[src/design/fxsub_pkg.sv]
// constants and encodings of the fixed-point subtract unit
// ---------------------------------------------------------------------------
// Functional notes
// [RL1] plain subtract: target gets inverse of first source, plus one, plus second
// [RL2] plain subtract never changes the carry flag, in any variant
// [RL3] carrying subtract and its alias: inverse first source, plus one, plus second
// [RL4] carrying and extended subtract always update the carry flag
// [RL5] extended subtract: carry flag plus second source plus inverse first source
// [RL6] overflow-enable set updates overflow and sticky summary overflow, else both kept
// [RL7] record bit set: field 0 gets sign, zero and summary overflow, else kept
// [RL8] every operation has four variants from overflow-enable and record bit
// [RL9] decode primary 31, register fields 6-20, enable bit 21, extended 22-30
// [RL10] 32-bit operands; carry out of top bit; signed overflow of the sum
// ---------------------------------------------------------------------------
package fxsub_pkg;

  // ---------------------------------------------------------------------------
  // datapath widths
  // ---------------------------------------------------------------------------
  localparam int FXS_DATA_W   = 32;
  localparam int FXS_REG_W    = 5;
  localparam int FXS_ADDR_W   = 8;

  // ---------------------------------------------------------------------------
  // instruction word fields, bit 0 is the most significant bit
  // ---------------------------------------------------------------------------
  localparam int FXS_PRIM_MSB = 31;   // primary opcode, bits 0-5
  localparam int FXS_PRIM_LSB = 26;
  localparam int FXS_TGT_LSB  = 21;   // target field, bits 6-10
  localparam int FXS_SRCA_LSB = 16;   // first source field, bits 11-15
  localparam int FXS_SRCB_LSB = 11;   // second source field, bits 16-20
  localparam int FXS_OE_POS   = 10;   // overflow-enable, bit 21
  localparam int FXS_EXT_MSB  = 9;    // extended opcode, bits 22-30
  localparam int FXS_EXT_LSB  = 1;
  localparam int FXS_RC_POS   = 0;    // record bit, bit 31

  localparam logic [5:0] FXS_PRIM_OP    = 6'h1f;   // 31
  localparam logic [8:0] FXS_EXT_PLAIN  = 9'h028;  // 40
  localparam logic [8:0] FXS_EXT_CARRY  = 9'h008;  // 8
  localparam logic [8:0] FXS_EXT_EXTEND = 9'h088;  // 136

  // ---------------------------------------------------------------------------
  // operation kinds, one-hot
  // ---------------------------------------------------------------------------
  typedef enum logic [3:0] {
    FXS_OP_NONE   = 4'h1,
    FXS_OP_PLAIN  = 4'h2,
    FXS_OP_CARRY  = 4'h4,
    FXS_OP_EXTEND = 4'h8
  } fxsub_op_t;

  // ---------------------------------------------------------------------------
  // software register offsets (byte addresses)
  // ---------------------------------------------------------------------------
  localparam logic [7:0] FXS_OFS_CTRL   = 8'h00;
  localparam logic [7:0] FXS_OFS_XFLAGS = 8'h04;
  localparam logic [7:0] FXS_OFS_CR0    = 8'h08;
  localparam logic [7:0] FXS_OFS_STATUS = 8'h0c;
  localparam logic [7:0] FXS_OFS_MASK   = 8'h10;
  localparam logic [7:0] FXS_OFS_COUNT  = 8'h14;
  localparam logic [7:0] FXS_OFS_RESULT = 8'h18;

  // ---------------------------------------------------------------------------
  // field positions
  // ---------------------------------------------------------------------------
  localparam int FXS_CTRL_EN  = 0;   // unit enable
  localparam int FXS_XF_CA    = 0;   // carry flag
  localparam int FXS_XF_OV    = 1;   // overflow flag
  localparam int FXS_XF_SO    = 2;   // summary overflow
  localparam int FXS_CR_SO    = 0;   // field 0 summary copy
  localparam int FXS_CR_ZERO  = 1;
  localparam int FXS_CR_POS   = 2;
  localparam int FXS_CR_NEG   = 3;
  localparam int FXS_EV_DONE  = 0;   // operation written back
  localparam int FXS_EV_OVF   = 1;   // overflow seen with enable set
  localparam int FXS_EV_REJ   = 2;   // instruction refused
  localparam int FXS_EV_W     = 3;

  // ---------------------------------------------------------------------------
  // reset values
  // ---------------------------------------------------------------------------
  localparam logic [0:0] FXS_RST_CTRL   = 1'h1;
  localparam logic [2:0] FXS_RST_XFLAGS = 3'h0;
  localparam logic [3:0] FXS_RST_CR0    = 4'h0;
  localparam logic [2:0] FXS_RST_STATUS = 3'h0;
  localparam logic [2:0] FXS_RST_MASK   = 3'h0;

endpackage

[src/design/fxsub_adder.sv]
// three-term adder with carry and signed overflow out
module fxsub_adder #(
  parameter int WIDTH = 32
) (
  // operands
  input  wire logic [WIDTH-1:0] firstOp,
  input  wire logic [WIDTH-1:0] secondOp,
  input  wire logic             carryIn,
  // results
  output logic      [WIDTH-1:0] sum,
  output logic                  carryOut,
  output logic                  overflow
);

  logic [WIDTH:0] wideSum;
  logic [WIDTH-1:0] invFirst;

  // ---------------------------------------------------------------------------
  // inverse of first operand plus second plus carry in
  // ---------------------------------------------------------------------------
  // [RL10] full-width sum
  assign invFirst = ~firstOp;
  assign wideSum  = {1'b0, invFirst} + {1'b0, secondOp} + {{WIDTH{1'b0}}, carryIn};
  assign sum      = wideSum[WIDTH-1:0];
  // [RL10] carry from top bit
  assign carryOut = wideSum[WIDTH];
  // [RL10] signed overflow: like signs in, other sign out
  assign overflow = (invFirst[WIDTH-1] == secondOp[WIDTH-1]) &&
                    (sum[WIDTH-1] != secondOp[WIDTH-1]);

endmodule

[src/design/fxsub_unit.sv]
// fixed-point subtract unit: decode, datapath, flags and software registers
module fxsub_unit
  import fxsub_pkg::*;
#(
  parameter int DATA_W = FXS_DATA_W
) (
  // clock and reset
  input  wire logic              sys_clk,
  input  wire logic              rst_n,
  // issue from instruction decode
  input  wire logic              instrValid,
  input  wire logic [31:0]       instrWord,
  input  wire logic [DATA_W-1:0] firstSourceVal,
  input  wire logic [DATA_W-1:0] secondSourceVal,
  // write-back to the general registers
  output logic                   wbValid,
  output logic [FXS_REG_W-1:0]   wbTargetReg,
  output logic [DATA_W-1:0]      wbData,
  output logic                   instrRejected,
  // architected flags
  output logic                   carryFlag,
  output logic                   overflowFlag,
  output logic                   summaryOverflow,
  output logic [3:0]             cr0Field,
  // software register port
  input  wire logic [FXS_ADDR_W-1:0] busAddr,
  input  wire logic [31:0]       busWdata,
  input  wire logic              busWr,
  input  wire logic              busRd,
  output logic [31:0]            busRdata,
  // interrupt
  output logic                   irq
);

  // ---------------------------------------------------------------------------
  // functions
  // ---------------------------------------------------------------------------

  // classify an instruction word into an operation kind
  function automatic fxsub_op_t decodeOp(input logic [31:0] word);
    fxsub_op_t op;
    op = FXS_OP_NONE;
    if (word[FXS_PRIM_MSB:FXS_PRIM_LSB] == FXS_PRIM_OP) begin
      unique case (word[FXS_EXT_MSB:FXS_EXT_LSB])
        FXS_EXT_PLAIN:  op = FXS_OP_PLAIN;
        FXS_EXT_CARRY:  op = FXS_OP_CARRY;
        FXS_EXT_EXTEND: op = FXS_OP_EXTEND;
        default:        op = FXS_OP_NONE;
      endcase
    end
    return op;
  endfunction

  // condition field 0 from a signed result and summary overflow
  function automatic logic [3:0] cmpZero(input logic [DATA_W-1:0] value,
                                          input logic             so);
    logic [3:0] field;
    field              = 4'h0;
    field[FXS_CR_NEG]  = value[DATA_W-1];
    field[FXS_CR_ZERO] = (value == '0);
    field[FXS_CR_POS]  = !value[DATA_W-1] && (value != '0);
    field[FXS_CR_SO]   = so;
    return field;
  endfunction

  // bus write strobe aimed at one offset
  function automatic logic wrHit(input logic                  wr,
                                 input logic [FXS_ADDR_W-1:0] addr,
                                 input logic [FXS_ADDR_W-1:0] ofs);
    return wr && (addr == ofs);
  endfunction

  // ---------------------------------------------------------------------------
  // decode of the issued instruction
  // ---------------------------------------------------------------------------
  fxsub_op_t            issueOp;
  logic                 unitEnable;
  logic                 issueOk;
  logic                 issueBad;
  logic                 oeBit;
  logic                 recordBit;
  logic [FXS_REG_W-1:0] targetReg;

  // [RL9] fields of the issued word
  assign issueOp   = decodeOp(instrWord);
  assign oeBit     = instrWord[FXS_OE_POS];
  assign recordBit = instrWord[FXS_RC_POS];
  assign targetReg = instrWord[FXS_TGT_LSB +: FXS_REG_W];

  // an unknown word, or any word while disabled, is refused
  assign issueOk  = instrValid && unitEnable && (issueOp != FXS_OP_NONE);
  assign issueBad = instrValid && !issueOk;

  // ---------------------------------------------------------------------------
  // datapath
  // ---------------------------------------------------------------------------
  logic              addCarryIn;
  logic [DATA_W-1:0] addSum;
  logic              addCarry;
  logic              addOverflow;

  // [RL1] [RL3] plain and carrying add a constant one
  // [RL5] extended adds the current carry flag
  always_comb begin
    addCarryIn = 1'b1;
    unique case (issueOp)
      FXS_OP_PLAIN:  addCarryIn = 1'b1;
      FXS_OP_CARRY:  addCarryIn = 1'b1;
      FXS_OP_EXTEND: addCarryIn = carryFlag;
      FXS_OP_NONE:   addCarryIn = 1'b1;
    endcase
  end

  fxsub_adder #(
    .WIDTH    (DATA_W)
  ) u_adder (
    .firstOp  (firstSourceVal),
    .secondOp (secondSourceVal),
    .carryIn  (addCarryIn),
    .sum      (addSum),
    .carryOut (addCarry),
    .overflow (addOverflow)
  );

  // ---------------------------------------------------------------------------
  // flag updates chosen by operation kind and the two variant bits
  // ---------------------------------------------------------------------------
  logic       hwCarryUpd;
  logic       hwOvUpd;
  logic       hwCrUpd;
  logic       next_summary;
  logic [3:0] hwCrValue;

  // [RL2] plain subtract leaves carry alone
  // [RL4] carrying and extended always write carry
  assign hwCarryUpd = issueOk && (issueOp != FXS_OP_PLAIN);

  // [RL6] overflow pair only with overflow-enable set
  // [RL8] each variant bit acts independently
  assign hwOvUpd = issueOk && oeBit;

  // [RL7] field 0 only with record bit set
  assign hwCrUpd = issueOk && recordBit;

  // [RL6] summary overflow is sticky
  assign next_summary = hwOvUpd ? (summaryOverflow | addOverflow) : summaryOverflow;

  // [RL7] sign, zero and the summary value after this instruction
  assign hwCrValue = cmpZero(addSum, next_summary);

  // ---------------------------------------------------------------------------
  // write-back stage, one cycle after issue
  // ---------------------------------------------------------------------------
  always_ff @(posedge sys_clk or negedge rst_n) begin
    if (!rst_n) begin
      wbValid       <= 1'b0;
      instrRejected <= 1'b0;
    end else begin
      wbValid       <= issueOk;
      instrRejected <= issueBad;
    end
  end

  // result and target held until the next accepted operation
  always_ff @(posedge sys_clk or negedge rst_n) begin
    if (!rst_n) begin
      wbTargetReg <= '0;
      wbData      <= '0;
    end else if (issueOk) begin
      wbTargetReg <= targetReg;
      wbData      <= addSum;
    end
  end

  // ---------------------------------------------------------------------------
  // software decode
  // ---------------------------------------------------------------------------
  logic wrCtrl;
  logic wrXflags;
  logic wrCr0;
  logic wrStatus;
  logic wrMask;
  logic wrCount;

  assign wrCtrl   = wrHit(busWr, busAddr, FXS_OFS_CTRL);
  assign wrXflags = wrHit(busWr, busAddr, FXS_OFS_XFLAGS);
  assign wrCr0    = wrHit(busWr, busAddr, FXS_OFS_CR0);
  assign wrStatus = wrHit(busWr, busAddr, FXS_OFS_STATUS);
  assign wrMask   = wrHit(busWr, busAddr, FXS_OFS_MASK);
  assign wrCount  = wrHit(busWr, busAddr, FXS_OFS_COUNT);

  // ---------------------------------------------------------------------------
  // control register
  // ---------------------------------------------------------------------------
  always_ff @(posedge sys_clk or negedge rst_n) begin
    if (!rst_n) begin
      unitEnable <= FXS_RST_CTRL[0];
    end else if (wrCtrl) begin
      unitEnable <= busWdata[FXS_CTRL_EN];
    end
  end

  // ---------------------------------------------------------------------------
  // exception flags; a flag update by an operation in the same cycle beats a software write
  // ---------------------------------------------------------------------------
  always_ff @(posedge sys_clk or negedge rst_n) begin
    if (!rst_n) begin
      carryFlag <= FXS_RST_XFLAGS[FXS_XF_CA];
    end else if (hwCarryUpd) begin
      // [RL4] carry from the addition
      carryFlag <= addCarry;
    end else if (wrXflags) begin
      carryFlag <= busWdata[FXS_XF_CA];
    end
  end

  always_ff @(posedge sys_clk or negedge rst_n) begin
    if (!rst_n) begin
      overflowFlag    <= FXS_RST_XFLAGS[FXS_XF_OV];
      summaryOverflow <= FXS_RST_XFLAGS[FXS_XF_SO];
    end else if (hwOvUpd) begin
      // [RL6] overflow follows the sum, summary only ever sets
      overflowFlag    <= addOverflow;
      summaryOverflow <= next_summary;
    end else if (wrXflags) begin
      overflowFlag    <= busWdata[FXS_XF_OV];
      summaryOverflow <= busWdata[FXS_XF_SO];
    end
  end

  // ---------------------------------------------------------------------------
  // condition field 0
  // ---------------------------------------------------------------------------
  always_ff @(posedge sys_clk or negedge rst_n) begin
    if (!rst_n) begin
      cr0Field <= FXS_RST_CR0;
    end else if (hwCrUpd) begin
      // [RL7] compare with zero, copy summary
      cr0Field <= hwCrValue;
    end else if (wrCr0) begin
      cr0Field <= busWdata[3:0];
    end
  end

  // ---------------------------------------------------------------------------
  // event status, mask and interrupt
  // ---------------------------------------------------------------------------
  logic [FXS_EV_W-1:0] evStatus;
  logic [FXS_EV_W-1:0] evMask;
  logic [FXS_EV_W-1:0] evSet;
  logic [FXS_EV_W-1:0] evClr;

  always_comb begin
    evSet              = '0;
    evSet[FXS_EV_DONE] = issueOk;
    evSet[FXS_EV_OVF]  = hwOvUpd && addOverflow;
    evSet[FXS_EV_REJ]  = issueBad;
  end

  assign evClr = wrStatus ? busWdata[FXS_EV_W-1:0] : '0;

  // write one to clear; a new event in the same cycle stays set
  always_ff @(posedge sys_clk or negedge rst_n) begin
    if (!rst_n) begin
      evStatus <= FXS_RST_STATUS;
    end else begin
      evStatus <= (evStatus & ~evClr) | evSet;
    end
  end

  always_ff @(posedge sys_clk or negedge rst_n) begin
    if (!rst_n) begin
      evMask <= FXS_RST_MASK;
    end else if (wrMask) begin
      evMask <= busWdata[FXS_EV_W-1:0];
    end
  end

  // level output, high while an unmasked event is pending
  always_ff @(posedge sys_clk or negedge rst_n) begin
    if (!rst_n) begin
      irq <= 1'b0;
    end else begin
      irq <= |(((evStatus & ~evClr) | evSet) & (wrMask ? busWdata[FXS_EV_W-1:0] : evMask));
    end
  end

  // ---------------------------------------------------------------------------
  // completed-operation counter, cleared by any write to its own offset
  // ---------------------------------------------------------------------------
  logic [31:0] opCount;

  always_ff @(posedge sys_clk or negedge rst_n) begin
    if (!rst_n) begin
      opCount <= '0;
    end else if (wrCount) begin
      opCount <= issueOk ? 32'h1 : 32'h0;
    end else if (issueOk) begin
      opCount <= opCount + 32'h1;
    end
  end

  // ---------------------------------------------------------------------------
  // read path: data stand in the cycle after the strobe only
  // ---------------------------------------------------------------------------
  logic [31:0] readMux;

  always_comb begin
    readMux = '0;
    unique case (busAddr)
      FXS_OFS_CTRL:   readMux[FXS_CTRL_EN] = unitEnable;
      FXS_OFS_XFLAGS: begin
        readMux[FXS_XF_CA] = carryFlag;
        readMux[FXS_XF_OV] = overflowFlag;
        readMux[FXS_XF_SO] = summaryOverflow;
      end
      FXS_OFS_CR0:    readMux[3:0] = cr0Field;
      FXS_OFS_STATUS: readMux[FXS_EV_W-1:0] = evStatus;
      FXS_OFS_MASK:   readMux[FXS_EV_W-1:0] = evMask;
      FXS_OFS_COUNT:  readMux = opCount;
      FXS_OFS_RESULT: readMux[DATA_W-1:0] = wbData;
      default:        readMux = '0;
    endcase
  end

  always_ff @(posedge sys_clk or negedge rst_n) begin
    if (!rst_n) begin
      busRdata <= '0;
    end else if (busRd) begin
      busRdata <= readMux;
    end else begin
      busRdata <= '0;
    end
  end

endmodule

[config.mk]
export PLATFORM = sky130hd
export DESIGN_NAME = fxsub_unit
export DESIGN_NICKNAME = d
export VERILOG_FILES = /design/src/design/fxsub_pkg.sv /design/src/design/fxsub_adder.sv /design/src/design/fxsub_unit.sv
export SDC_FILE = /design/constraint.sdc
export NUM_CORES = 1
export LEC_CHECK = 0
export BUFFER_PORTS_ARGS = -buffer_cell sky130_fd_sc_hd__buf_2
export CAP_MARGIN = 15
export CORE_MARGIN = 1.5
export CORE_UTILIZATION = 58
export CTS_BUF_LIST = sky130_fd_sc_hd__clkbuf_4
export CTS_CLUSTER_DIAMETER = 40
export DETAILED_ROUTE_END_ITERATION = 16
export PLACE_DENSITY_LB_ADDON = 0.05
export SYNTH_ARGS = -nofsm -noshare
export SYNTH_HDL_FRONTEND = slang
export SYNTH_SLANG_ARGS = --single-unit
[constraint.sdc]
create_clock -name sys_clk -period 5 [get_ports sys_clk]
set_input_delay 1 -clock sys_clk [delete_from_list [all_inputs] [get_ports sys_clk]]
set_output_delay 1 -clock sys_clk [all_outputs]
set_load 0.005 [all_outputs]
After elaboration in Yosys (flattened, before gate mapping)
Cells that the tools add are included.

storage, ports and cells
  logic and storage cells = 89
  bits in registers = 118
  input bits = 141
  output and inout bits = 79

operators by class
  add/subtract/negate cells = 3
  muxes and demuxes = 22
  reduce and logical (&&, ||, !) cells = 26
  eq/ne operators = 18
  bitwise operators = 6

operator list
  operator               number
  $mux 32                3
  $pmux 28 s2            1
  $add 32x32->33         1
  $add 33x1->33          1
  $add 32x1->32 const B  1
  $logic_not 32->1       1
  $not 32->32            1
  $reduce_bool 32->1     1
  $eq 8x5->1 const B     3
  $eq 8x4->1 const B     2
  $logic_and 1x1->1      15
  $mux 4                 3
  $pmux 2 s6             1
  $pmux 4 s3             1
  $eq 9x4->1 const B     1
  $eq 9x6->1 const B     1
  $eq 9x8->1 const B     1
  $eq 8x3->1 const B     1
  $logic_not 8->1        1
  $mux 1                 8
  $reduce_bool 2->1      4
  $pmux 1 s7             1
  $and 3x3->3            2
  $eq 6x5->1 const B     1
  16 further kinds       19

Logic depth before layout (Yosys ltp)
  word-level depth = 13
  depth in mapped cells = 17
  depth with buffers taken out = 17

By module
From an unflattened synthesis, not the netlist that was laid out.

second synthesis, totals
  cells, all modules = 844
  area, all modules = 7447.1 um^2

modules (own cells, without submodules)
  module       seq. area each (um^2)  times used  area each (um^2)  cells an instance
  fxsub_unit   2954.1                 1           5494.0            551
  fxsub_adder  0.0                    1           1953.1            293

Least setup slack after synthesis
OpenSTA, ideal clock, no wires.

  kind = input port to flip-flop
  start = input instrWord[2]
  end = register cr0Field[1]
  data required time = 4936 ps
  buffers on the path = 0
  cell stages on the path = 17
  setup slack = 495 ps
  library setup time = 64 ps
  arrival = 4441 ps
  path through = nor4_1 > nand2b_1 > nand4b_1 > nor4b_1 > fa_1 > inv_1 > fa_1 > a211oi_1 > nor4_1 > o21ai_1 > o21bai_2 > a221o_1 > a21oi_1 > xor2_1 > nand4_1 > nor4_2 > a21o_1

on the way
  cells in the longest elaborated chain, start to end = 9
  elaborated cells between the ends (all ways) = 18
  classes of those cells = 1 x add/sub; 8 x eq/ne; 4 x mux; 5 x reduce/logical

RTL lines
  item                                RTL line           RTL
  start, declared                     fxsub_unit.sv:12   input wire logic [31:0] instrWord,
  $eq 9x8->1 (tied with other cells)  fxsub_unit.sv:44   unique case (word[FXS_EXT_MSB:FXS_EXT_LSB])
  $pmux 4 s3 *                        fxsub_unit.sv:44
  $mux 4 *                            fxsub_unit.sv:43   if (word[FXS_PRIM_MSB:FXS_PRIM_LSB] == FXS_PRIM_OP) begin
  $eq 4x1->1 (tied with other cells)  fxsub_unit.sv:106  unique case (issueOp)
  $reduce_or 3->1 (no source line)    -
  $pmux 1 s2                          fxsub_unit.sv:106
  $add 33x1->33                       fxsub_adder.sv:23  assign wideSum = {1'b0, invFirst} + {1'b0, secondOp} + {{WIDTH{1'b0}}, carryIn};
  $logic_not 32->1                    fxsub_unit.sv:60   field[FXS_CR_ZERO] = (value == '0);
  $mux 4                              fxsub_unit.sv:237  end else if (hwCrUpd) begin
  end signal, assigned                fxsub_unit.sv:239  cr0Field <= hwCrValue;
  end signal, assigned                fxsub_unit.sv:241  cr0Field <= busWdata[3:0];
  end, declared                       fxsub_unit.sv:24   output logic [3:0] cr0Field,

Every way passes the cells marked *; elsewhere a longest branch is shown, timed or not.
A chain may end at the register's enable or synchronous reset.

Final worst setup path
Ends and elaborated chain as after synthesis.

==> Implementation_results.wiki <==
{| class="wikitable"
! Metric !! Value
|-
| Starting Density || 59.3%
|-
| Share of layout cells above drive strength 1 || 24.6%
|-
| Share of synthesized flip-flops with an asynchronous set or reset || 100%
|-
| Top flip-flop cell by instance count after synthesis || sky130_fd_sc_hd__dfrtp_1
|-
| Overall power consumption || 1.98 mW
|-
| Per-cell routed wire length || 16.8 um
|-
| Total wire length after detailed routing || 19300 um
|-
| Max-cap violations || 0
|-
| Number of max-slew violations in the final report || 0
|-
| Standard cell area after detailed placement || 8170 sq um
|-
| Arrival time reported for the critical path endpoint || 5.01 ns
|-
| Peak supply drop || 0.000123 V
|-
| Final period utilization || 92.1%
|-
| Reg-to-Reg Start || carryFlag
|-
| Leftover overflow at the end of global routing || 0
|-
| Sink count of the clock tree || 118
|-
| Number of placement rows || 40
|-
| RSZ-0062 raised after global routing || false
|-
| Leading cell type in the layout, fill and taps excluded || sky130_fd_sc_hd__buf_2
|-
| Reg2Reg Depth || 17
|-
| Time the final worst path needs with I/O delays and setup || 4.60 ns
|-
| Number of inserted diodes || 0
|-
| Sequential cell area fraction in the yosys report || 41.7%
|-
| Library cells used by synthesis || 66
|-
| Final Util || 70.3%
|-
| Core region area || 12000 sq um
|-
| Final-stage net count || 1167
|-
| Instance count of the mapped netlist || 810
|-
| Insertion delay of the later-clocked pin in the worst-skew pair || 0.51 ns
|-
| Power Dens Cells || 235 nW/um^2
|-
| Startpoint kind of the worst setup timing path || primary input
|-
| Data required, critical path || 5.40 ns
|-
| Signed area change from the synthesized netlist to the final layout || 18.6%
|-
| Capturing point of the worst reg2reg path || cr0Field[1]
|-
| # Post-CTS Setup Buffers || 0
|-
| Largest net degree at the start of global routing || 82
|-
| Slack of the worst reg-to-reg path || 1.24 ns
|-
| Clock Skews || 0.0153 ns
|-
| Hold_ws || 0.476 ns
|-
| Total nets after synthesis || 985
|-
| Class of the most critical hold timing path || register to register
|-
| # port buffers || 181
|-
| X dimension of the die || 114 um
|-
| Routability-driven placement congestion ratio || 0.922
|-
| Area of all placed cells without fillers || 8410 sq um
|-
| Clock tree from TritonCTS || built
|-
| Start point of the worst hold path || wbTargetReg[1]
|-
| Final Hold Viols || 0
|-
| Hold endpoint || wbTargetReg[1]
|-
| Clock slew at the register clock pins of the worst setup and hold paths || 0.10 ns
|-
| Kind of capture point of the worst setup path || register
|-
| Total of flip-flops plus latches after synthesis || 118
|-
| Total of endpoints with negative setup slack in the final report || 0
|-
| Via density || 5.81
|-
| Commonest non-fill, non-tap cells in the layout || 180 x sky130_fd_sc_hd__buf_2, 117 x sky130_fd_sc_hd__dfrtp_1, 116 x sky130_fd_sc_hd__nand2_1
|-
| Achievable frequency || 217 MHz
|-
| Number of H-tree levels || 4
|-
| Die Outline Area || 12900 sq um
|-
| Height of the die || 114 um
|-
| Global-route wire length before repair || 31200 um
|-
| Number of warning messages in the yosys log || 0
|-
| Detailed-route DRC error count || 0
|-
| Slew HR || 32.1%
|-
| Leakage Power || 4.44 nW
|-
| Post-detailed-route count of antenna-violating nets || 0
|-
| Count of vias placed by the detailed router || 6672
|-
| Transition time at the pin with the least slew margin || 1.02 ns
|-
| Category of the most critical setup path || primary input to register
|-
| Via count of the first global-routing pass || 6193
|-
| Io pins || 220
|-
| HPWL after DPL || 15000 um
|-
| Number of optimization iterations in the first detailed-route pass || 6
|-
| Avg Inst Size Synth || 8.76 sq um
|-
| Peak fanout along the critical path || 4
|-
| EDFF count, synth || 0
|-
| Number of clock buffers inserted by TritonCTS || 17
|-
| Clock root buffer master || sky130_fd_sc_hd__clkbuf_4
|-
| Maximum clock path buffer count || 2
|-
| Initial antenna violation count || 0
|-
| Summed instance area of the synthesized netlist || 7090 sq um
|-
| GR Util All Layers || 30.5%
|-
| Status || finished clean
|-
| DR iter-0 viols || 552
|-
| Depth of the worst hold-timing path || 2
|}
[cells by family (layout without fill, tap and decap cells)]
| group | after synthesis | after routing | share of synthesized area, % |
|---|---|---|---|
| adders and majority gates | 34 | 34 | 6.21 |
| buffers and inverters | 78 | 269 | 4.16 |
| muxes | 19 | 19 | 2.84 |
| and+or+nand+nor | 315 | 315 | 20.8 |
| DFF | 118 | 118 | 41.7 |
| xor gates and xnor gates | 54 | 54 | 6.67 |
| AOI/OAI and AO/OA | 192 | 192 | 17.6 |
[metal layers]
metal / share of wire, % / track usage (%) / routed length (um)
met1: 44 / 42.8 / 8570
met2: 48 / 49.4 / 9300
met3: 5.7 / 4.94 / 1110
met4: 1.6 / 8.58 / 307
met5: 0 / 0 / 0
[cell usage after synthesis (5+ instances only)]
master	n	area, sq um
sky130_fd_sc_hd__dfrtp_1	117	2930
sky130_fd_sc_hd__nand2_1	116	435
sky130_fd_sc_hd__nor2_1	92	345
sky130_fd_sc_hd__inv_1	47	176
sky130_fd_sc_hd__o21ai_0	46	230
sky130_fd_sc_hd__a21oi_1	41	205
sky130_fd_sc_hd__a22oi_1	35	263
sky130_fd_sc_hd__xor2_1	34	298
sky130_fd_sc_hd__ha_1	32	400
sky130_fd_sc_hd__clkbuf_1	28	105
sky130_fd_sc_hd__nand3_1	21	105
sky130_fd_sc_hd__xnor2_1	20	175
sky130_fd_sc_hd__a21o_1	16	120
sky130_fd_sc_hd__nand4_1	12	75.1
sky130_fd_sc_hd__and3_1	10	62.6
sky130_fd_sc_hd__mux2i_1	10	100
sky130_fd_sc_hd__nor3_1	10	50.1
sky130_fd_sc_hd__mux2_2	9	101
sky130_fd_sc_hd__or3_1	8	50.1
sky130_fd_sc_hd__a211oi_1	6	45.0
sky130_fd_sc_hd__a21boi_0	6	45.0
sky130_fd_sc_hd__and2_1	6	37.5
sky130_fd_sc_hd__nand2b_1	6	37.5
sky130_fd_sc_hd__a31oi_1	5	31.3
sky130_fd_sc_hd__and4_1	5	43.8
sky130_fd_sc_hd__nor2b_1	5	31.3
sky130_fd_sc_hd__o31ai_1	5	37.5
[sequential cells by signal (all words and copies together) (netlist names)]
register / cells
busRdata: 32
opCount: 32
wbData: 32
wbTargetReg: 5
cr0Field: 4
evMask: 3
evStatus: 3
carryFlag: 1
instrRejected: 1
irq: 1
overflowFlag: 1
summaryOverflow: 1
unitEnable: 1
wbValid: 1
[per-stage QoR]
step / setup slack [ns] / std cells / TNS, ns
6_report: 0.397 / 1148 / 0
5_1_grt: 0.0234 / 1148 / 0
4_1_cts: 0.328 / 1148 / 0
3_5_place_dp: -0.207 / 1120 / -0.430
3_3_place_gp: -0.0599 / 1120 / -0.104
2_1_floorplan: 0.495 / 810 / 0
[critical path, stage by stage]
cell                       delay (ns)
sky130_fd_sc_hd__buf_2           0.09
sky130_fd_sc_hd__nor4_1          0.37
sky130_fd_sc_hd__nand2b_1        0.12
sky130_fd_sc_hd__nand4b_1        0.25
sky130_fd_sc_hd__nor4b_2         0.30
sky130_fd_sc_hd__fa_1            0.23
sky130_fd_sc_hd__inv_1           0.05
sky130_fd_sc_hd__fa_1            0.40
sky130_fd_sc_hd__a211oi_1        0.34
sky130_fd_sc_hd__nor4_1          0.12
sky130_fd_sc_hd__o21ai_1         0.19
sky130_fd_sc_hd__buf_4           0.15
sky130_fd_sc_hd__o21bai_2        0.08
sky130_fd_sc_hd__buf_4           0.16
sky130_fd_sc_hd__a41oi_1         0.36
sky130_fd_sc_hd__o21bai_1        0.21
sky130_fd_sc_hd__mux2i_1         0.12
sky130_fd_sc_hd__nand2b_1        0.12
sky130_fd_sc_hd__nor4_2          0.05
sky130_fd_sc_hd__buf_4           0.14
sky130_fd_sc_hd__a21o_1          0.16
[cell type report]
class	instances	area, sq um
well taps	147	184
flip-flops and latches	118	2950
clock buffers	20	150
repair buffers	194	1010
clock inverters	8	86.3
inverters	47	176
multi-input cells	614	3860
fillers	951	3550
[worst max-delay path by stage]
stage,end,slack [ns],startpoint,cells after the start
after floorplan,cr0Field[1],0.50,instrWord[2],17
after global placement,cr0Field[2],-0.06,instrWord[2],20
after detailed placement,cr0Field[2],-0.21,instrWord[2],19
after CTS,cr0Field[2],0.33,instrWord[2],19
after global routing,cr0Field[2],0.02,instrWord[2],21
final,cr0Field[1],0.40,instrWord[2],21
[timing repair]
action | 4_1_cts | 5_1_grt
hold buffers | 0 | 0
resized for setup | 0 | 1
setup endpoints to repair | 0 | 2
[power by group]
| group | leakage [nW] | switching [mW] | internal (mW) |
|---|---|---|---|
| Sequential | 1.63 | 0.00675 | 0.961 |
| Combinational | 2.68 | 0.235 | 0.159 |
| Clock | 0.137 | 0.323 | 0.295 |
(Power assumes the default switching activity.)
